**config.mk**
```make
export PLATFORM = sky130hd
export DESIGN_NAME = acr_regs
export DESIGN_NICKNAME = d
export VERILOG_FILES = /design/src/design/acr_pkg.sv /design/src/design/acr_regs.sv /design/src/design/acr_overload.sv /design/src/design/acr_correct.sv
export SDC_FILE = /design/constraint.sdc
export NUM_CORES = 2
export LEC_CHECK = 0
export BUFFER_PORTS_ARGS = -buffer_cell sky130_fd_sc_hd__buf_2
export CORE_AREA = 2 2 289 291
export CTS_BUF_LIST = sky130_fd_sc_hd__clkbuf_8
export CTS_CLUSTER_DIAMETER = 50
export DETAILED_ROUTE_END_ITERATION = 8
export DIE_AREA = 0 0 291 293
export HOLD_SLACK_MARGIN = 0.12
export PLACE_DENSITY = 0.49
export REMOVE_ABC_BUFFERS = 1
export SKIP_LAST_GASP = 1
export SYNTH_ARGS = -nofsm -noshare
export SYNTH_HDL_FRONTEND = slang
export SYNTH_HIERARCHICAL = 1
export SYNTH_SLANG_ARGS = --single-unit
```
**constraint.sdc**
```tcl
create_clock -name clk -period 6 [get_ports clk]
set_clock_uncertainty 0.15 [all_clocks]
set_input_delay 0.3 -clock clk [delete_from_list [all_inputs] [get_ports clk]]
set_output_delay 0.3 -clock clk [all_outputs]
set_load 0.05 [all_outputs]
```
**src/design/acr_pkg.sv**
```systemverilog
package acr_pkg;

  localparam int DW = 16;
  localparam int AW = 16;
  localparam int SW = 24;
  localparam int IW = 6;

  localparam logic [AW-1:0] ADDR_CTRL1  = 16'h0001;
  localparam logic [AW-1:0] ADDR_POWER  = 16'h0002;
  localparam logic [AW-1:0] ADDR_OFFSET = 16'h0003;
  localparam logic [AW-1:0] ADDR_GAIN   = 16'h0004;
  localparam logic [AW-1:0] ADDR_THRESH = 16'h0005;

  localparam logic [DW-1:0] CTRL1_RST  = 16'h001A;
  localparam logic [DW-1:0] POWER_RST  = 16'h009B;
  localparam logic [DW-1:0] OFFSET_RST = 16'h0000;
  localparam logic [DW-1:0] GAIN_RST   = 16'hA000;
  localparam logic [DW-1:0] THRESH_RST = 16'hCCCC;

  // first control register fields
  localparam int C1_LOAD    = 15;
  localparam int C1_RD_THR  = 14;
  localparam int C1_RD_GAIN = 13;
  localparam int C1_RD_OFF  = 12;
  localparam int C1_RD_STAT = 11;
  localparam int C1_SYNC    = 9;
  localparam int C1_LEN_LO  = 5;
  localparam int C1_BYP     = 4;
  localparam int C1_RATE_LO = 0;
  localparam logic [DW-1:0] C1_SELF_CLR = 16'hFE00;

  // power control fields
  localparam int PW_SLEEP = 3;
  localparam int PW_LOW   = 2;
  localparam int PW_AMP   = 0;

  // status word fields
  localparam int ST_PART_LO = 14;
  localparam int ST_DIE_LO  = 11;
  localparam int ST_LOW     = 9;
  localparam int ST_OVR     = 8;
  localparam int ST_DLOK    = 7;
  localparam int ST_FOK     = 6;
  localparam int ST_CUST    = 5;
  localparam int ST_BYP     = 4;
  localparam int ST_ONE     = 3;
  localparam int ST_RATE_LO = 0;

  localparam logic [1:0]    PART_ID_DEF  = 2'h1;  // arbitrary value
  localparam int            UNITY_SHIFT  = 15;
  localparam logic [2:0]    FULL_RUN_MAX = 3'h4;
  localparam logic [IW-1:0] COEFF_GROUP  = 6'h03;

  typedef enum {RD_CONV, RD_STAT, RD_THR, RD_GAIN, RD_OFF} acr_rdsel_e;

  function automatic logic [DW-1:0] acr_sum_step(input logic [DW-1:0] sum,
                                                 input logic [DW-1:0] word);
    acr_sum_step = sum + word;
  endfunction

endpackage

```
**src/design/acr_regs.sv**
```systemverilog
// How it works
// - power-down bit 3 sleeps the chip
// - bit 2 selects reduced-power mode
// - bit 0 sleeps only input amplifier
// - status top two bits fixed part code
// - status bits 13:11 show die number
// - status bit 9 shows low power
// - status bit 8 flags over threshold
// - download checksum match sets bit 7
// - filter pass checksum match sets bit 6
// - bit 5 shows custom coefficients
// - bit 4 mirrors third-stage bypass
// - bits 2:0 mirror rate divider
// - offset is signed, tiny full-scale span
// - gain applied before offset
// - gain code 0x8000 is unity
// - gain resets to 0xA000
// - threshold compared after first decimator
// - threshold resets to 0xCCCC
// - over 4 full-scale samples flags overrange
// - status select redirects next read
// - other selects redirect next read too
// - bits 15:9 of control one self-clear
module acr_regs
  import acr_pkg::*;
#(
  parameter logic [1:0] PART_ID = PART_ID_DEF
) (
  input  wire logic          clk,
  input  wire logic          reset,
  input  wire logic          host_wr_stb,
  input  wire logic [AW-1:0] host_wr_addr,
  input  wire logic [DW-1:0] host_wr_data,
  input  wire logic          host_rd_stb,
  output logic               rd_valid,
  output logic [SW-1:0]      rd_data,
  input  wire logic [2:0]    die_pins,
  input  wire logic          conv_valid,
  input  wire logic [SW-1:0] conv_data,
  input  wire logic          dec1_valid,
  input  wire logic [SW-1:0] dec1_data,
  input  wire logic          mod_valid,
  input  wire logic          mod_full_scale,
  input  wire logic          chk_valid,
  input  wire logic [DW-1:0] chk_data,
  input  wire logic          chk_last,
  output logic               chip_sleep,
  output logic               reduced_power_select,
  output logic               amp_sleep,
  output logic               sync_pulse,
  output logic               coeff_load_enable,
  output logic               coeff_wr_stb,
  output logic [IW-1:0]      coeff_wr_index,
  output logic [DW-1:0]      coeff_wr_data,
  output logic               custom_coeffs_active,
  output logic               third_stage_bypass,
  output logic [2:0]         rate_divider_setting,
  output logic [3:0]         coeff_count,
  output logic               result_valid,
  output logic [SW-1:0]      result_data,
  output logic               overrange
);

  // register group
  logic [DW-1:0] ctrl1_ff;
  logic [DW-1:0] nxt_ctrl1;
  logic [DW-1:0] power_ff;
  logic [DW-1:0] nxt_power;
  logic [DW-1:0] offset_ff;
  logic [DW-1:0] nxt_offset;
  logic [DW-1:0] gain_ff;
  logic [DW-1:0] nxt_gain;
  logic [DW-1:0] thresh_ff;
  logic [DW-1:0] nxt_thresh;
  logic          sync_ff;
  logic          nxt_sync;
  logic [2:0]    die_meta_ff;
  logic [2:0]    die_ff;

  // download group
  logic          load_ff;
  logic          nxt_load;
  logic [IW-1:0] idx_ff;
  logic [IW-1:0] nxt_idx;
  logic [IW-1:0] need_ff;
  logic [IW-1:0] nxt_need;
  logic [DW-1:0] sum_ff;
  logic [DW-1:0] nxt_sum;
  logic [DW-1:0] ref_sum_ff;
  logic [DW-1:0] nxt_ref_sum;
  logic          load_checksum_match_ff;
  logic          nxt_load_checksum_match;
  logic          cust_ff;
  logic          nxt_cust;
  logic          cw_stb_ff;
  logic          nxt_cw_stb;
  logic [IW-1:0] cw_idx_ff;
  logic [IW-1:0] nxt_cw_idx;
  logic [DW-1:0] cw_data_ff;
  logic [DW-1:0] nxt_cw_data;

  // filter pass check group
  logic [DW-1:0] pass_sum_ff;
  logic [DW-1:0] nxt_pass_sum;
  logic          filt_ok_ff;
  logic          nxt_filt_ok;

  // read group
  acr_rdsel_e    sel_ff;
  acr_rdsel_e    nxt_sel;
  logic          rv_ff;
  logic          nxt_rv;
  logic [SW-1:0] rd_ff;
  logic [SW-1:0] nxt_rd;

  logic          reg_wr;
  logic          c1_wr;
  logic [DW-1:0] status_word;
  logic [SW-1:0] corr_data;

  // during a download every write is coefficient data or the checksum word, not a register write
  assign reg_wr = host_wr_stb && !load_ff;
  assign c1_wr  = reg_wr && (host_wr_addr == ADDR_CTRL1);

  always_comb begin
    nxt_ctrl1  = ctrl1_ff & ~C1_SELF_CLR;
    nxt_power  = power_ff;
    nxt_offset = offset_ff;
    nxt_gain   = gain_ff;
    nxt_thresh = thresh_ff;
    nxt_sync   = 1'b0;
    if (reg_wr) begin
      case (host_wr_addr)
        ADDR_CTRL1: begin
          nxt_ctrl1 = host_wr_data & ~C1_SELF_CLR;
          nxt_sync  = host_wr_data[C1_SYNC];
        end
        ADDR_POWER:  nxt_power  = host_wr_data;
        ADDR_OFFSET: nxt_offset = host_wr_data;
        ADDR_GAIN:   nxt_gain   = host_wr_data;
        ADDR_THRESH: nxt_thresh = host_wr_data;
        default:     nxt_sync   = 1'b0;
      endcase
    end
  end

  always_ff @(posedge clk or posedge reset) begin
    if (reset) begin
      ctrl1_ff    <= CTRL1_RST;
      power_ff    <= POWER_RST;
      offset_ff   <= OFFSET_RST;
      gain_ff     <= GAIN_RST;
      thresh_ff   <= THRESH_RST;
      sync_ff     <= 1'b0;
      die_meta_ff <= 3'h0;
      die_ff      <= 3'h0;
    end else begin
      ctrl1_ff    <= nxt_ctrl1;
      power_ff    <= nxt_power;
      offset_ff   <= nxt_offset;
      gain_ff     <= nxt_gain;
      thresh_ff   <= nxt_thresh;
      sync_ff     <= nxt_sync;
      die_meta_ff <= die_pins;
      die_ff      <= die_meta_ff;
    end
  end

  // coefficient download: (len+1)*3 words, then the checksum word
  always_comb begin
    nxt_load    = load_ff;
    nxt_idx     = idx_ff;
    nxt_need    = need_ff;
    nxt_sum     = sum_ff;
    nxt_ref_sum = ref_sum_ff;
    nxt_load_checksum_match   = load_checksum_match_ff;
    nxt_cust    = cust_ff;
    nxt_cw_stb  = 1'b0;
    nxt_cw_idx  = cw_idx_ff;
    nxt_cw_data = cw_data_ff;
    if (c1_wr && host_wr_data[C1_LOAD]) begin
      nxt_load  = 1'b1;
      nxt_idx   = '0;
      nxt_sum   = '0;
      nxt_load_checksum_match = 1'b0;
      nxt_cust  = 1'b0;
      nxt_need  = IW'((IW'(host_wr_data[C1_LEN_LO +: 4]) + IW'(1)) * COEFF_GROUP);
    end else if (load_ff && host_wr_stb) begin
      if (idx_ff != need_ff) begin
        nxt_idx     = idx_ff + IW'(1);
        nxt_sum     = acr_sum_step(sum_ff, host_wr_data);
        nxt_cw_stb  = 1'b1;
        nxt_cw_idx  = idx_ff;
        nxt_cw_data = host_wr_data;
      end else begin
        nxt_load    = 1'b0;
        nxt_ref_sum = host_wr_data;
        nxt_load_checksum_match   = (sum_ff == host_wr_data);
        nxt_cust    = (sum_ff == host_wr_data);
      end
    end
  end

  always_ff @(posedge clk or posedge reset) begin
    if (reset) begin
      load_ff    <= 1'b0;
      idx_ff     <= '0;
      need_ff    <= '0;
      sum_ff     <= '0;
      ref_sum_ff <= '0;
      load_checksum_match_ff   <= 1'b0;
      cust_ff    <= 1'b0;
      cw_stb_ff  <= 1'b0;
      cw_idx_ff  <= '0;
      cw_data_ff <= '0;
    end else begin
      load_ff    <= nxt_load;
      idx_ff     <= nxt_idx;
      need_ff    <= nxt_need;
      sum_ff     <= nxt_sum;
      ref_sum_ff <= nxt_ref_sum;
      load_checksum_match_ff   <= nxt_load_checksum_match;
      cust_ff    <= nxt_cust;
      cw_stb_ff  <= nxt_cw_stb;
      cw_idx_ff  <= nxt_cw_idx;
      cw_data_ff <= nxt_cw_data;
    end
  end

  // regenerated checksum as coefficients stream through the filter
  always_comb begin
    nxt_pass_sum = pass_sum_ff;
    nxt_filt_ok  = filt_ok_ff;
    if (!cust_ff) begin
      nxt_pass_sum = '0;
      nxt_filt_ok  = 1'b0;
    end else if (chk_valid) begin
      if (chk_last) begin
        nxt_pass_sum = '0;
        nxt_filt_ok  = (acr_sum_step(pass_sum_ff, chk_data) == ref_sum_ff);
      end else begin
        nxt_pass_sum = acr_sum_step(pass_sum_ff, chk_data);
      end
    end
  end

  always_ff @(posedge clk or posedge reset) begin
    if (reset) begin
      pass_sum_ff <= '0;
      filt_ok_ff  <= 1'b0;
    end else begin
      pass_sum_ff <= nxt_pass_sum;
      filt_ok_ff  <= nxt_filt_ok;
    end
  end

  always_comb begin
    status_word                        = '0;
    status_word[ST_PART_LO +: 2]       = PART_ID;
    status_word[ST_DIE_LO +: 3]        = die_ff;
    status_word[ST_LOW]                = power_ff[PW_LOW];
    status_word[ST_OVR]                = overrange;
    status_word[ST_DLOK]               = load_checksum_match_ff;
    status_word[ST_FOK]                = filt_ok_ff;
    status_word[ST_CUST]               = cust_ff;
    status_word[ST_BYP]                = ctrl1_ff[C1_BYP];
    status_word[ST_ONE]                = 1'b1;
    status_word[ST_RATE_LO +: 3]       = ctrl1_ff[C1_RATE_LO +: 3];
  end

  // select sticks until the next read; host keeps to one select per write
  always_comb begin
    nxt_sel = sel_ff;
    nxt_rv  = host_rd_stb;
    nxt_rd  = rd_ff;
    if (host_rd_stb) begin
      case (sel_ff)
        RD_STAT: nxt_rd = SW'(status_word);
        RD_THR:  nxt_rd = SW'(thresh_ff);
        RD_GAIN: nxt_rd = SW'(gain_ff);
        RD_OFF:  nxt_rd = SW'(offset_ff);
        default: nxt_rd = corr_data;
      endcase
      nxt_sel = RD_CONV;
    end
    if (c1_wr) begin
      if (host_wr_data[C1_RD_STAT]) begin
        nxt_sel = RD_STAT;
      end else if (host_wr_data[C1_RD_THR]) begin
        nxt_sel = RD_THR;
      end else if (host_wr_data[C1_RD_GAIN]) begin
        nxt_sel = RD_GAIN;
      end else if (host_wr_data[C1_RD_OFF]) begin
        nxt_sel = RD_OFF;
      end
    end
  end

  always_ff @(posedge clk or posedge reset) begin
    if (reset) begin
      sel_ff <= RD_CONV;
      rv_ff  <= 1'b0;
      rd_ff  <= '0;
    end else begin
      sel_ff <= nxt_sel;
      rv_ff  <= nxt_rv;
      rd_ff  <= nxt_rd;
    end
  end

  acr_overload u_overload (
    .clk            (clk),
    .reset          (reset),
    .threshold      (thresh_ff),
    .dec1_valid     (dec1_valid),
    .dec1_data      (dec1_data),
    .mod_valid      (mod_valid),
    .mod_full_scale (mod_full_scale),
    .overrange      (overrange)
  );

  acr_correct u_correct (
    .clk       (clk),
    .reset     (reset),
    .gain      (gain_ff),
    .offset    (offset_ff),
    .in_valid  (conv_valid),
    .in_data   (conv_data),
    .out_valid (result_valid),
    .out_data  (corr_data)
  );

  assign result_data          = corr_data;
  assign rd_valid             = rv_ff;
  assign rd_data              = rd_ff;
  assign chip_sleep           = power_ff[PW_SLEEP];
  assign reduced_power_select = power_ff[PW_LOW];
  assign amp_sleep            = power_ff[PW_AMP];
  assign sync_pulse           = sync_ff;
  assign coeff_load_enable    = load_ff;
  assign coeff_wr_stb         = cw_stb_ff;
  assign coeff_wr_index       = cw_idx_ff;
  assign coeff_wr_data        = cw_data_ff;
  assign custom_coeffs_active = cust_ff;
  assign third_stage_bypass   = ctrl1_ff[C1_BYP];
  assign rate_divider_setting = ctrl1_ff[C1_RATE_LO +: 3];
  assign coeff_count          = ctrl1_ff[C1_LEN_LO +: 4];

endmodule // acr_regs

```
**src/design/acr_overload.sv**
```systemverilog
module acr_overload
  import acr_pkg::*;
(
  input  wire logic          clk,
  input  wire logic          reset,
  input  wire logic [DW-1:0] threshold,
  input  wire logic          dec1_valid,
  input  wire logic [SW-1:0] dec1_data,
  input  wire logic          mod_valid,
  input  wire logic          mod_full_scale,
  output logic               overrange
);

  logic [2:0]    run_ff;
  logic [2:0]    nxt_run;
  logic          ovr_ff;
  logic          nxt_ovr;
  logic [SW-1:0] mag;

  always_comb begin
    mag     = dec1_data[SW-1] ? SW'(-dec1_data) : dec1_data;
    nxt_run = run_ff;
    nxt_ovr = ovr_ff;
    if (dec1_valid) begin
      nxt_ovr = (mag[SW-2 -: DW] > threshold);
    end
    if (mod_valid) begin
      if (!mod_full_scale) begin
        nxt_run = 3'h0;
      end else if (run_ff == FULL_RUN_MAX) begin
        nxt_ovr = 1'b1;
      end else begin
        nxt_run = run_ff + 3'h1;
      end
    end
  end

  always_ff @(posedge clk or posedge reset) begin
    if (reset) begin
      run_ff <= 3'h0;
      ovr_ff <= 1'b0;
    end else begin
      run_ff <= nxt_run;
      ovr_ff <= nxt_ovr;
    end
  end

  assign overrange = ovr_ff;

endmodule // acr_overload

```
**src/design/acr_correct.sv**
```systemverilog
module acr_correct
  import acr_pkg::*;
(
  input  wire logic          clk,
  input  wire logic          reset,
  input  wire logic [DW-1:0] gain,
  input  wire logic [DW-1:0] offset,
  input  wire logic          in_valid,
  input  wire logic [SW-1:0] in_data,
  output logic               out_valid,
  output logic [SW-1:0]      out_data
);

  localparam logic signed [SW+1:0] MAX_OUT = 26'sh07FFFFF;
  localparam logic signed [SW+1:0] MIN_OUT = -26'sh0800000;

  logic                   stg_ff;
  logic                   nxt_stg;
  logic signed [SW+1:0]   scaled_ff;
  logic signed [SW+1:0]   nxt_scaled;
  logic                   val_ff;
  logic                   nxt_val;
  logic [SW-1:0]          out_ff;
  logic [SW-1:0]          nxt_out;
  logic signed [SW+DW:0]  prod;
  logic signed [SW+1:0]   sum;

  // gain first, offset after; one offset code is one output lsb
  always_comb begin
    prod       = $signed(in_data) * $signed({1'b0, gain});
    nxt_scaled = (SW+2)'(prod >>> UNITY_SHIFT);
    nxt_stg    = in_valid;
    sum        = scaled_ff + (SW+2)'($signed(offset));
    nxt_val    = stg_ff;
    nxt_out    = out_ff;
    if (stg_ff) begin
      if (sum > MAX_OUT) begin
        nxt_out = MAX_OUT[SW-1:0];
      end else if (sum < MIN_OUT) begin
        nxt_out = MIN_OUT[SW-1:0];
      end else begin
        nxt_out = sum[SW-1:0];
      end
    end
  end

  always_ff @(posedge clk or posedge reset) begin
    if (reset) begin
      stg_ff    <= 1'b0;
      scaled_ff <= '0;
      val_ff    <= 1'b0;
      out_ff    <= '0;
    end else begin
      stg_ff    <= nxt_stg;
      scaled_ff <= nxt_scaled;
      val_ff    <= nxt_val;
      out_ff    <= nxt_out;
    end
  end

  assign out_valid = val_ff;
  assign out_data  = out_ff;

endmodule // acr_correct

```
# Yosys cells after proc, flatten, opt, wreduce, memory -nomap -nowiden
# Index checks and enable logic that the tools add are counted.
# W data, S select, Z words.
# op_classes
addsub	7
mul	2
magnitude_cmp	3
eq_ne	17
muxes	39
bitwise_logic	2
n_reduce_logical	18
# ops
op	n
$mux W32	6
$mux W16	6
$pmux W24 S4	1
$eq A32 B2 Y1 const B	2
$mux W24	2
$mul A24 B17 Y41	1
$add A16 B16 Y16	2
$eq A16 B16 Y1	2
$eq A16 B2 Y1 const B	2
$eq A16 B3 Y1 const B	2
$eq A32 B1 Y1 const B	1
$eq A32 B3 Y1 const B	1
$add A26 B16 Y26	1
$gt A26 B24 Y1 const B	1
$lt A26 B24 Y1 const B	1
$mux W23	1
$neg A23 Y23	1
$mux W1	18
$mux W6	3
$reduce_and A2 Y1	9
$eq A16 B1 Y1 const B	1
$gt A16 B16 Y1	1
$ne A2 B2 Y1 const B	4
$add A6 B1 Y6 const B	1
other kinds (11)	18
# word_totals
ff_bits	267
input_bits	109
out_inout_bits	88

# Depth between registers and ports, before layout
# depth
word_depth	7
mapped_depth	26

# Modules after synthesis
# The synthesis kept the hierarchy.
# by_module_without_submodules
mod	n_inst	cells_each	area_each_um2	seq_area_each_um2
acr_correct	1	1771	16340.7	1301.2
acr_regs	1	969	10343.7	5247.5
acr_overload	1	127	937.1	100.1

# Least setup slack after synthesis
# OpenSTA, ideal clock, no wires.
# synth_path
kind	flip-flop to flip-flop
from	reg gain_ff[2]
to	reg u_correct.scaled_ff[24]
arrival_time_ns	6.275
t_required_ns	5.770
setup_slack_ns	-0.505
stages_incl_launch_ff	23
period_less_slack_ns	6.505
cell_sequence	dfrtp_1 -> clkbuf_1 -> nand2_1 -> fa_1 -> inv_1 -> fa_1 -> fa_1 -> fa_1 -> fa_1 -> inv_1 -> fa_1 -> inv_1 -> ha_1 -> a21oi_1 -> o21ai_0 -> a21o_1 -> a21o_1 -> a21oi_1 -> nor2b_1 -> nor2_1 -> o21ai_0 -> a21oi_1 -> xnor2_1
# synth_via
elab_chain_cells	1
# synth_rtl
item	line	source
from (decl)	acr_regs.sv:71	logic [DW-1:0] gain_ff;
from (signal assigned)	acr_regs.sv:161	gain_ff <= nxt_gain;
$mul A24 B17 Y41	acr_correct.sv:30	prod = $signed(in_data) * $signed({1'b0, gain});
via u_correct.prod[39]	acr_correct.sv:25	logic signed [SW+DW:0] prod;
to (signal assigned)	acr_correct.sv:55	scaled_ff <= nxt_scaled;
to (decl)	acr_correct.sv:19	logic signed [SW+1:0] scaled_ff;
# The timed path passes the listed nets, and every way through them passes these cells.
# A chain may end at the register's enable or synchronous reset.

# Worst setup path after layout
# layout_path
from	reg gain_ff[5]
to	reg u_correct.scaled_ff[19]
# The elaborated chain is that of the path after synthesis.

==> reports/qor.txt <==
mapped cell area -> 27600 um^2
post-detail-place hpwl -> 66.7 mm
clk_lat worst skew -> 0.68 ns
Worst Path Required -> 6.38 ns
final setup fails -> 7
syn_area_per_cell -> 9.63 um^2
clock slew at reported path FFs -> 0.06 ns
first-pass GRT wire length -> 134 mm
critical path endpoint category -> flip-flop
Total Wirelength -> 84.9 mm
initial antenna violation count -> 2
Tot GR Track Use -> 20.2%
post-synthesis sequential area ratio -> 24.1%
Setup TNS -> -0.208 ns
final worst slack -> -0.0905 ns
CTS Buf Count -> 51
Synth Flop Type -> dfrtp_1
vias per cell -> 4.87
final core utilization -> 41.4%
hold crit path type -> input port to flip-flop
EDFF count, synth -> 0
largest net degree at the start of global routing -> 97
CP max FO -> 7
CTS Root Cell -> clkbuf_8
die area -> 85300 um^2
Chip Height -> 293 um
grt ovf -> 0
Final Max Slew Viols -> 0
Final ANT Viol Nets -> 0
startpoint class of the critical path -> flip-flop
Worst-Margin Slew -> 1.22 ns
row count -> 105
clock buffer depth -> 3
internal power -> 3250 uW
PwrDens -> 134 nW/um^2
leakage -> 0.0171 uW
vias in the first global route -> 23.2k
asr flop ratio synth -> 100%
Starting Density -> 33.7%
Logic pwr share -> 13.5%
WS Path Type -> flip-flop to flip-flop
final hold violation count -> 0
Clk network pwr share -> 44.7%
Max VDD drop -> 130 uV
RSZ-0062 raised after global routing -> yes
synth-to-layout area growth -> 22.8%
I/O Pins -> 197
sequential power share -> 41.8%
Die Wd -> 291 um
CTS tree -> built
drc violations -> 0
post-synthesis cell type count -> 93
hold slack -> 0.149 ns
gate count after technology mapping -> 2867
Seq cells post-synth -> 265
vias post-DR -> 21.4k
Min Clock Period, post-route -> 6.09 ns
CP arrival -> 6.47 ns
Core ar. -> 81800 um^2
layout cell share with drive strength beyond 1 -> 23.5%
CTS Sinks -> 265
max cap viols -> 0
CTS H-Tree Depth -> 2
Synthesis Warnings -> 6
count of input and output buffers -> 196
slew margin rel. -> 18.5%
number of DRC markers in iteration 0 -> 1324
Fmax -> 0.164 GHz
DR WL/cell -> 19.3 um
worst-path cell chain -> buf_12, and2_4, fa_1, inv_1, fa_1, fa_1, inv_2, fa_1, fa_1, inv_1, fa_1, inv_2, ha_4, o21ai_1, nand2b_1, a21oi_2, o21ai_2, o21ai_4, o21a_1, o211a_4, o21a_1, o311a_1
final worst-path cycle share -> 102%
crit path max-delay cell type -> fa_1
drt pass-1 iters -> 5
RD Place Congestion -> 0.892
CP most frequent cell -> fa_1
outcome -> complete, but fails checks
Switch Pwr -> 1300 uW
NumNets Final -> 3956
failing checks -> setup timing
slowest stage delay, CP -> 0.53 ns
Sw Ratio -> 28.6%
==> stage by stage <==
stage / area, um^2 / setup WS, ns / instances / power [uW]
2_1_floorplan: 27100 / -0.545 / 2752 / 2240
3_3_place_gp: 31200 / -0.506 / 4221 / 2510
3_5_place_dp: 31200 / -0.536 / 4221 / 2530
4_1_cts: 33700 / -0.114 / 4397 / 4630
5_1_grt: 33900 / -0.222 / 4403 / 4760
6_report: 33900 / -0.0905 / 4404 / 4560
==> power groups by stage <==
stage / Sequential (uW) / Clock, uW / Combinational [uW]
after floorplan: 1960 / 0 / 275
after global placement: 1930 / 0 / 579
after detailed placement: 1940 / 0 / 590
after CTS: 1910 / 2100 / 618
after global routing: 1910 / 2180 / 669
final: 1910 / 2040 / 614
==> final cells by class <==
type	instances	area, um^2
fill	8055	47900
multi-input combinational	1959	19000
sequential	265	6660
timing repair buffer	485	3730
inverter	528	1990
tap	1070	1340
clock buffer	65	895
clock inverter	31	272
antenna	1	2.50
==> timing repair <==
action | 4_1_cts | 5_1_grt
gates cloned | 6 | 2
endpoints found under the setup margin | 17 | 20
hold buffers | 52 | 0
endpoints found under the hold margin | 292 | 0
gates resized for setup | 120 | 53
setup buffers | 25 | 9
pin swaps | 125 | 62
==> registers in the layout, indices dropped and copies added (netlist names), 3 cells and up <==
signal / count
coeff_wr_data: 16
coeff_wr_index: 6
ctrl1_ff: 8
die_ff: 3
die_meta_ff: 3
gain_ff: 16
idx_ff: 6
need_ff: 6
offset_ff: 16
pass_sum_ff: 16
power_ff: 3
rd_data: 24
ref_sum_ff: 16
sel_ff: 32
sum_ff: 16
thresh_ff: 16
u_correct/out_data: 24
u_correct/scaled_ff: 26
u_overload/run_ff: 3
==> worst paths after layout <==
| path | to | slack [ns] | start | cells after the start |
|---|---|---|---|---|
| worst max-delay path | u_correct/scaled_ff[19]$_DFF_PP0_ | -0.09 | gain_ff[5]$_DFFE_PP0P_ | 22 |
| worst min-delay path | pass_sum_ff[2]$_DFFE_PP0P_ | 0.15 | chk_data[2] | 4 |
| worst max register to register | u_correct/scaled_ff[19]$_DFF_PP0_ | -0.09 | gain_ff[5]$_DFFE_PP0P_ | 22 |
| worst min register to register | die_ff[0]$_DFF_PP0_ | 0.21 | die_meta_ff[0]$_DFF_PP0_ | 0 |
| max in group asynchronous | sel_ff[0]$_DFF_PP0_ | 4.10 | reset | 4 |
| min in group asynchronous | thresh_ff[0]$_DFFE_PP0P_ | 0.22 | reset | 3 |
==> cells in the final DEF, fill, tap and decap left out, drive strengths merged, types with 15 or more instances in the layout <==
master and count:
a21o 23, buf 431, nand2 373, nor4 18
a21oi 91, nand3 52, mux2 77, nor3 20
o211ai 15, xor2 64, nand4 17, clkbuf 66
fa 379, a31oi 18, inv 545, dfrtp 251
ha 178, o221ai 22, dlygate4sd3 52, and2 190
xnor2 68, o21ai 90, nor2 85
==> per-layer routing <==
| metal | share of wire, % | up-vias | track usage, % | wire [um] |
|---|---|---|---|---|
| met4 | 2.8 | 2 | 5.80 | 2400 |
| met5 | 0.013 | - | 0 | 11 |
| met2 | 48 | 549 | 34.2 | 40900 |
| met1 | 43 | 10800 | 26.4 | 36900 |
| met3 | 5.6 | 122 | 3.52 | 4760 |
| li1 | - | 9951 | - | - |
==> logic make-up (layout without fill, tap and decap cells) <==
kind of cell	count (synthesis)	after routing	synth area share, %
and+or+nand+nor	824	824	14.5
buffers and inverters	643	1109	8.97
adders and majority gates	557	557	35.5
AOI/OAI and AO/OA	366	366	9.38
DFF	265	265	24.1
xor gates and xnor gates	133	133	4.32
muxes	79	79	3.21
other	0	1	0
==> cells in the mapped netlist, types with 8 or more instances <==
cell type	instances	share of area [%]
inv_1	528	7.2
fa_1	379	27
nand2_1	372	5.1
dfrtp_1	251	23
and2_1	189	4.3
ha_1	178	8.1
clkbuf_1	91	1.2
a21oi_1	90	1.6
nor2_1	83	1.1
o21ai_0	83	1.5
mux2_2	73	3.0
xnor2_1	67	2.1
xor2_1	63	2.0
nand3_1	52	0.94
a21o_1	23	0.63
a31oi_1	18	0.41
nor3_1	18	0.33
nand4_1	17	0.39
nor4_1	17	0.39
o211ai_1	15	0.41
a222oi_1	14	0.51
dfstp_2	14	1.3
nor2b_1	14	0.32
o221ai_2	13	0.71
nand2b_1	12	0.27
a22oi_1	10	0.27
or3_1	10	0.23
o221ai_1	9	0.29
a211oi_1	8	0.22
buf_2	8	0.14
o21a_1	8	0.22
o31ai_1	8	0.22
==> worst max-delay path: cells and delay by family, from the launching register on <==
kind / cells / cell delay [ns]
DFF: 1 / 0.47
buffers and inverters: 5 / 0.37
AOI/OAI and AO/OA: 8 / 1.42
and+or+nand+nor: 2 / 0.24
adders and majority gates: 7 / 3.27
Power figures use the tool's default switching activity.
